$ cat src/hw/cbt_pkg.sv
// shared constants and carrier types for the can bit timing configuration block
// Functional notes
// wake filter select routes wake line through filter
// phase two length equals code plus one
// phase two own length, else max(phase one, processing)
// triple sample select takes three-sample majority
// phase one length equals code plus one
// propagation length equals code plus one
package cbt_pkg;
	localparam logic [31:0] CBT_OFS_CFG    = 32'h0000_0000;
	localparam logic [31:0] CBT_OFS_STATUS = 32'h0000_0004;
	localparam logic [15:0] CBT_CFG_RESET  = 16'h0000;
	localparam logic [15:0] CBT_CFG_MASK   = 16'h47FF;
	localparam int          CBT_BIT_WAKE   = 14;
	localparam int          CBT_PH2_LSB    = 8;
	localparam int          CBT_BIT_PH2SEL = 7;
	localparam int          CBT_BIT_TRIPLE = 6;
	localparam int          CBT_PH1_LSB    = 3;
	localparam int          CBT_PROP_LSB   = 0;
	localparam int          CBT_FIELD_W    = 3;
	localparam int          CBT_STS_PH1    = 4;
	localparam int          CBT_STS_PH2    = 8;
	localparam int          CBT_STS_TRIPLE = 12;
	localparam int          CBT_STS_WAKE   = 13;
	localparam logic [3:0]  CBT_INFO_PROC_QUANTA = 4'h2;
	localparam logic [1:0]  CBT_RESP_OKAY  = 2'h0;
	localparam logic [1:0]  CBT_RESP_SLVERR = 2'h2;

	typedef struct packed {
		logic        awvalid;
		logic [31:0] awaddr;
		logic        wvalid;
		logic [31:0] wdata;
		logic [3:0]  wstrb;
		logic        bready;
		logic        arvalid;
		logic [31:0] araddr;
		logic        rready;
	} cbt_axi_req_t;

	typedef struct packed {
		logic        awready;
		logic        wready;
		logic        bvalid;
		logic [1:0]  bresp;
		logic        arready;
		logic        rvalid;
		logic [31:0] rdata;
		logic [1:0]  rresp;
	} cbt_axi_rsp_t;

	typedef struct packed {
		logic [3:0] prop_quanta;
		logic [3:0] phase_one_quanta;
		logic [3:0] phase_two_quanta;
		logic       triple_sample_select;
		logic       wake_filter_select;
	} cbt_timing_t;
endpackage

$ cat src/hw/cbt_bit_timing_config.sv
// can bit timing configuration register, decode, wake path and bus line sampler
//
// Register access over AXI4-Lite and the register addresses are this design's own decisions.
`timescale 1ns/100ps
module cbt_bit_timing_config (
	input  wire logic                  mclk,
	input  wire logic                  srst,
	input  wire cbt_pkg::cbt_axi_req_t axi_req,
	output cbt_pkg::cbt_axi_rsp_t      axi_rsp,
	input  wire logic                  bus_rx_raw,
	input  wire logic                  bus_rx_filtered,
	input  wire logic                  sample_point,
	output cbt_pkg::cbt_timing_t       timing,
	output logic                       wake_line,
	output logic                       sampled_bit,
	output logic                       sampled_valid
);
	import cbt_pkg::*;

	function automatic logic [3:0] quanta(input logic [2:0] code);
		quanta = {1'b0, code} + 4'h1;
	endfunction

	function automatic logic majority(input logic [2:0] s);
		majority = (s[0] & s[1]) | (s[0] & s[2]) | (s[1] & s[2]);
	endfunction

	logic [15:0] can_bit_timing_second;
	logic        aw_full;
	logic        w_full;
	logic [31:0] aw_addr;
	logic [31:0] w_data;
	logic [3:0]  w_strb;
	logic [2:0]  rx_hist;

	// bus handshakes and decode
	wire         aw_taken   = axi_req.awvalid & axi_rsp.awready;
	wire         w_taken    = axi_req.wvalid & axi_rsp.wready;
	wire         ar_taken   = axi_req.arvalid & axi_rsp.arready;
	wire         do_write   = aw_full & w_full & ~axi_rsp.bvalid;
	wire         wr_hit     = (aw_addr == CBT_OFS_CFG);
	wire         rd_cfg     = (axi_req.araddr == CBT_OFS_CFG);
	wire         rd_sts     = (axi_req.araddr == CBT_OFS_STATUS);
	wire         next_aw_full = aw_full ? ~do_write : aw_taken;
	wire         next_w_full  = w_full ? ~do_write : w_taken;
	wire         next_rvalid  = ar_taken | (axi_rsp.rvalid & ~axi_req.rready);
	wire         next_bvalid  = do_write | (axi_rsp.bvalid & ~axi_req.bready);
	wire [15:0]  byte_mask  = {{8{w_strb[1]}}, {8{w_strb[0]}}} & CBT_CFG_MASK;
	wire [15:0]  next_cfg   = (can_bit_timing_second & ~byte_mask) | (w_data[15:0] & byte_mask);

	// field decode
	wire [2:0]   ph2_code   = can_bit_timing_second[CBT_PH2_LSB +: CBT_FIELD_W];
	wire [2:0]   ph1_code   = can_bit_timing_second[CBT_PH1_LSB +: CBT_FIELD_W];
	wire [2:0]   prop_code  = can_bit_timing_second[CBT_PROP_LSB +: CBT_FIELD_W];
	wire         ph2_own    = can_bit_timing_second[CBT_BIT_PH2SEL];
	wire         triple_sel = can_bit_timing_second[CBT_BIT_TRIPLE];
	wire         wake_sel   = can_bit_timing_second[CBT_BIT_WAKE];
	wire [3:0]   ph1_q      = quanta(ph1_code);
	wire [3:0]   ph2_own_q  = quanta(ph2_code);
	wire [3:0]   ph2_der_q  = (ph1_q > CBT_INFO_PROC_QUANTA) ? ph1_q : CBT_INFO_PROC_QUANTA;
	wire [3:0]   ph2_q      = ph2_own ? ph2_own_q : ph2_der_q;
	wire [3:0]   prop_q     = quanta(prop_code);
	wire         next_wake  = wake_sel ? bus_rx_filtered : bus_rx_raw;
	wire [2:0]   smp_set    = {rx_hist[1:0], bus_rx_raw};
	wire         next_smp   = triple_sel ? majority(smp_set) : bus_rx_raw;

	wire [31:0]  sts_word   = {18'h0_0000, wake_sel, triple_sel, ph2_q, ph1_q, prop_q};
	wire [31:0]  rd_word    = rd_cfg ? {16'h0000, can_bit_timing_second} :
	                          (rd_sts ? sts_word : 32'h0000_0000);

	always_ff @(posedge mclk) begin
		if (srst) begin
			aw_full <= 1'b0;
			w_full  <= 1'b0;
			axi_rsp <= '0;
		end else begin
			aw_full         <= next_aw_full;
			w_full          <= next_w_full;
			axi_rsp.awready <= ~next_aw_full;
			axi_rsp.wready  <= ~next_w_full;
			axi_rsp.bvalid  <= next_bvalid;
			axi_rsp.arready <= ~next_rvalid;
			axi_rsp.rvalid  <= next_rvalid;
			if (do_write) begin
				axi_rsp.bresp <= wr_hit ? CBT_RESP_OKAY : CBT_RESP_SLVERR;
			end
			if (ar_taken) begin
				axi_rsp.rdata <= rd_word;
				axi_rsp.rresp <= (rd_cfg | rd_sts) ? CBT_RESP_OKAY : CBT_RESP_SLVERR;
			end
		end
	end

	always_ff @(posedge mclk) begin
		if (aw_taken) begin
			aw_addr <= axi_req.awaddr;
		end
		if (w_taken) begin
			w_data <= axi_req.wdata;
			w_strb <= axi_req.wstrb;
		end
	end

	always_ff @(posedge mclk) begin
		if (srst) begin
			can_bit_timing_second <= CBT_CFG_RESET;
		end else if (do_write && wr_hit) begin
			can_bit_timing_second <= next_cfg;
		end
	end

	always_ff @(posedge mclk) begin
		if (srst) begin
			timing        <= '0;
			wake_line     <= 1'b0;
			rx_hist       <= '0;
			sampled_bit   <= 1'b0;
			sampled_valid <= 1'b0;
		end else begin
			timing.prop_quanta          <= prop_q;
			timing.phase_one_quanta     <= ph1_q;
			timing.phase_two_quanta     <= ph2_q;
			timing.triple_sample_select <= triple_sel;
			timing.wake_filter_select   <= wake_sel;
			wake_line                   <= next_wake;
			rx_hist                     <= {rx_hist[1:0], bus_rx_raw};
			sampled_valid               <= sample_point;
			if (sample_point) begin
				sampled_bit <= next_smp;
			end
		end
	end
endmodule

$ cat config.mk
export PLATFORM = sky130hd
export DESIGN_NAME = cbt_bit_timing_config
export DESIGN_NICKNAME = d
export VERILOG_FILES = /design/src/hw/cbt_pkg.sv /design/src/hw/cbt_bit_timing_config.sv
export SDC_FILE = /design/constraint.sdc
export NUM_CORES = 1
export LEC_CHECK = 0
export ABC_AREA = 1
export ABC_CLOCK_PERIOD_IN_PS = 1700
export BUFFER_PORTS_ARGS = -buffer_cell sky130_fd_sc_hd__buf_2
export CAP_MARGIN = 20
export CELL_PAD_IN_SITES_DETAIL_PLACEMENT = 0
export CELL_PAD_IN_SITES_GLOBAL_PLACEMENT = 1
export CORE_MARGIN = 1
export CORE_UTILIZATION = 34
export CTS_CLUSTER_SIZE = 28
export DETAILED_ROUTE_END_ITERATION = 10
export PLACE_DENSITY = 0.83
export RECOVER_POWER = 100
export SLEW_MARGIN = 20
export SYNTH_ARGS = -nofsm -noshare
export SYNTH_HDL_FRONTEND = slang
export SYNTH_SLANG_ARGS = --single-unit
$ cat constraint.sdc
create_clock -name mclk -period 1.7 [get_ports mclk]
set_input_delay 0.34 -clock mclk [delete_from_list [all_inputs] [get_ports mclk]]
set_output_delay 0.34 -clock mclk [all_outputs]
set_load 0.05 [all_outputs]
**Word-level counts from Yosys, hierarchy flattened**

Cells that the tools add are included.

- $add $sub $neg: 3
- Order comparisons: 1
- Equality and inequality tests: 1
- Mux-type cells: 10
- Reduce and logical (&&, ||, !) cells: 3
- Bitwise operators: 26

Operator list:

| operator | count |
|---|---|
| 32-bit zero test | 2 |
| 32-bit by 3-bit == test with 1-bit output, second input constant | 1 |
| 16-bit by 15-bit AND with 16-bit output | 1 |
| 16-bit AND | 1 |
| 16-bit two-way mux | 1 |
| 15-bit NOT with 16-bit output | 1 |
| 16-bit OR | 1 |
| 14-bit two-way mux | 1 |
| 3-bit by 1-bit adder with 4-bit output, second input constant | 3 |
| 1-bit AND | 10 |
| 4-bit two-way mux | 2 |
| 1-bit NOT | 7 |
| 1-bit OR | 5 |
| 4-bit by 2-bit greater-than comparator with 1-bit output, second input constant | 1 |
| 1-bit two-way mux | 4 |
| 2-bit two-way mux | 2 |
| 1-bit logical AND | 1 |

- Output and inout bits: 58
- Flip-flop bits (word level): 128

**Longest topological paths before layout**

- Word-level depth: 6
- Depth in mapped cells: 10
- Gate-level depth less buffers: 9

**Worst setup path before layout**

Ideal clock, no wire load.

- Path kind: reg2reg
- From: register axi_rsp[40] (netlist bit)
- To: register axi_rsp[40] (netlist bit)
- Buffers on the path: 0
- Data arrival time: 1.691 ns
- Period minus slack after synthesis: 1.819 ns
- Slack: -0.119 ns
- Stages on the path, launching flop included: 6
- Library setup time: 0.128 ns
- Path through: dfxtp_1 -> nand2_1 -> inv_1 -> o21ai_0 -> inv_1 -> nor2_1

- Cells in the longest elaborated chain, start to end: 3

RTL lines:

| item | RTL line | source |
|---|---|---|
| start, declared | cbt_bit_timing_config.sv:9 | `output cbt_pkg::cbt_axi_rsp_t axi_rsp,` |
| 1-bit AND | cbt_bit_timing_config.sv:37 | `wire aw_taken = axi_req.awvalid & axi_rsp.awready;` |
| via aw_taken | cbt_bit_timing_config.sv:37 |  |
| 1-bit two-way mux | cbt_bit_timing_config.sv:44 | `wire next_aw_full = aw_full ? ~do_write : aw_taken;` |
| 1-bit NOT | cbt_bit_timing_config.sv:79 | `axi_rsp.awready <= ~next_aw_full;` |

The timed path passes the listed nets, and every way through them passes these cells.
A chain may end at the register's enable or synchronous reset.

**Worst setup path in the final report**

- From: register axi_rsp[3] (netlist bit)
- To: output port axi_rsp[3] (netlist bit)

No word-level cell between the ends.

==> results.yml <==
clock_tree:
  postCtsSetupBuffers: 0
  cts_inserted_buffers: 9
  clock_sinks: 101
  cts.reportedPaths.clkPinSlew_ns: 0.07
  worstSkewPairLatency_ns: 0.35
  cts_hold_buf: 0
  htreeDepth: 3
  cts_tree: "yes"
  cts-root-buf: "clkbuf_16"
  clockBufferDepth: 2
floorplan:
  die_h_um: 110
  die_w_um: 110
  die-area_um2: 12200
  core-area_um2: 11400
  start_util: 0.349
  io_pins: 168
  num_rows: 39
finish:
  final_cell_mix: "101 x nor2_1, 86 x buf_2, 84 x nand2_1"
  syn_to_final_growth_pct: 25.0
  seqCellArea_um2: 2480
  layout_commonest_cell: "nor2_1"
  num_antenna_cells: 0
  multiInputGateArea_um2: 1210
  fillers: 1155
  fin_nets: 678
  layout-drive-gt1-share: 0.207
global_routing:
  gr-total-overflow: 0
  grt_usage: 0.142
  antenna_found_initial: 0
  grt_pass1_wl_um: 13100
  grt_max_degree: 33
  grt_pass1_vias: 2790
critical_path:
  crit_arrival_ns: 1.19
  worstSetupEndpointType: "primary output"
  crit_chain: "clkbuf_1"
  cp_slowest_cell: "clkbuf_1"
  start_kind: "flop"
  critPathBufInv: 1
  critPathMaxFanout: 2
  worst-setup-path-type: "reg -> out"
  cpPeakStageDelay_ns: 0.51
  cpLargestDelayFamily: "buffers and inverters"
  timing.critical_path.required_ns: 1.36
timing:
  fin_crit_ns: 1.53
  worstMarginPinSlew_ns: 0.799
  hold_viol_final: 0
  fin_worst_skew_ns: 0.00828
  slew_headroom: 0.468
  fmax_mhz: 654
  fin_setup_tns_ns: 0
  rsz0062_at_grt: "false"
  setup_violations: 0
  layout_setup_ws_ns: 0.171
  fin_crit_sh: 0.899
  slew_violations: 0
route:
  wl_per_cell_um: 11.5
  drt_iter0_markers: 138
  via_per_inst: 4.23
  drt_first_pass_iters: 4
  vias: 3010
  drt-total-wl_um: 8160
  antenna_left: 0
  drc: 0
power_and_ir_drop:
  p_leak_nw: 2.21
  seqPwrFrac: 0.511
  swShare: 0.237
  p_comb_frac: 0.090
  power.switching_mw: 1.24
  p_per_area_nw_per_um2: 1050
  internal_power_mw: 3.99
  vdd_ir_drop_max_uv: 434
  pwr-share-clk: 0.400
synth:
  synth_warnings: 0
  synth_cell_type_count: 32
  synth_area_um2: 3990
  ys_seq_area_frac: 0.623
  netlist_instances: 429
  avgSynthCellArea_um2: 9.29
  ys_ff_latch: 101
outcome:
  status: "completed"
placed_design:
  routabilityCongestion: 0.746
  dpl.hpwl_um: 6120
  pre_cts_ws_ns: 0.127
  portBuffers: 126
job:
  cap_violations: 0
hold_path:
  hp-class: "in -> reg"
==> cell families after synthesis <==
logic type | count (synthesis) | share of synthesized area
AO/OA/AOI/OAI | 22 | 0.0311
other | 1 | 0.000941
adder cells (fa/ha/maj) | 4 | 0.0126
buffers and inverters | 74 | 0.0945
AND/OR/NAND/NOR | 224 | 0.231
flip-flops | 101 | 0.623
XOR/XNOR | 3 | 0.00659
==> area by class of cell <==
cell class              instances  area share
multi-input cells             272       0.244
inverters                      45      0.0347
clock inverters                 3     0.00879
flip-flops and latches        101       0.498
repair buffers                135       0.127
well taps                     143      0.0359
clock buffers                  13      0.0522
==> synthesized netlist by cell type <==
cell	n	area, um^2
nor2_1	101	379
nand3_1	22	110
ha_1	4	50.1
buf_1	3	11.3
o21ai_0	7	35.0
conb_1	1	3.75
a21oi_1	10	50.1
nor3_1	5	25.0
xnor2_1	2	17.5
nor4_1	1	6.26
nor2_4	2	22.5
nor3_2	1	10.0
a211oi_1	1	7.51
xor2_1	1	8.76
nand2_2	1	6.26
clkinv_1	1	3.75
dfxtp_1	55	1100
buf_6	2	22.5
nand4_1	2	12.5
a21boi_0	1	7.51
buf_2	2	10.0
buf_4	19	143
o22a_1	1	8.76
nand2_1	84	315
o211ai_1	2	15.0
clkbuf_1	2	7.51
edfxtp_1	46	1380
nand3_2	1	10.0
nor2_2	3	18.8
clkbuf_8	1	13.8
and2_1	1	6.26
inv_1	44	165
==> per-stage QoR <==
stage	util	std cells	area, um^2	total power, mW	hold slack, ns
finish	0.436	712	4980	5.22	0.165
global route	0.436	712	4980	5.43	0.158
CTS	0.442	712	5040	5.29	0.156
detailed placement	0.415	696	4740	3.21	0.429
global placement	0.415	696	4740	3.20	0.421
floorplan	-	447	4060	3.07	0.413
==> metal layers <==
metal  vias to the layer above  wire [um]  global-route usage
met4                         0        177              0.0733
li1                       1592          -                   -
met1                      1327       3720               0.184
met5                         -          0                   0
met2                        79       3910               0.232
met3                        12        350              0.0188
==> final timing paths <==
kind | start | endpoint | slack, ns | cells after the start
max | axi_rsp[3]$_SDFFE_PP0P_ | axi_rsp[3] | 0.17 | 1
min | axi_req[83] | aw_addr[11]$_DFFE_PP_ | 0.17 | 1
max reg2reg | axi_rsp[39]$_SDFF_PP0_ | axi_rsp[39]$_SDFF_PP0_ | 0.20 | 6
min reg2reg | rx_hist[0]$_SDFF_PP0_ | rx_hist[1]$_SDFF_PP0_ | 0.46 | 2
==> power groups by stage <==
stage	registers (mW)	logic (mW)	clock network, mW
finish	2.67	0.468	2.09
global route	2.68	0.517	2.24
CTS	2.67	0.491	2.14
detailed placement	2.72	0.490	0
global placement	2.72	0.479	0
floorplan	2.82	0.248	0
==> timing repair <==
action | 4_1_cts | 5_1_grt
hold endpoints to repair | 0 | 0
gates resized for setup | 0 | 3
setup endpoints to repair | 0 | 10
(Power assumes the default switching activity.)
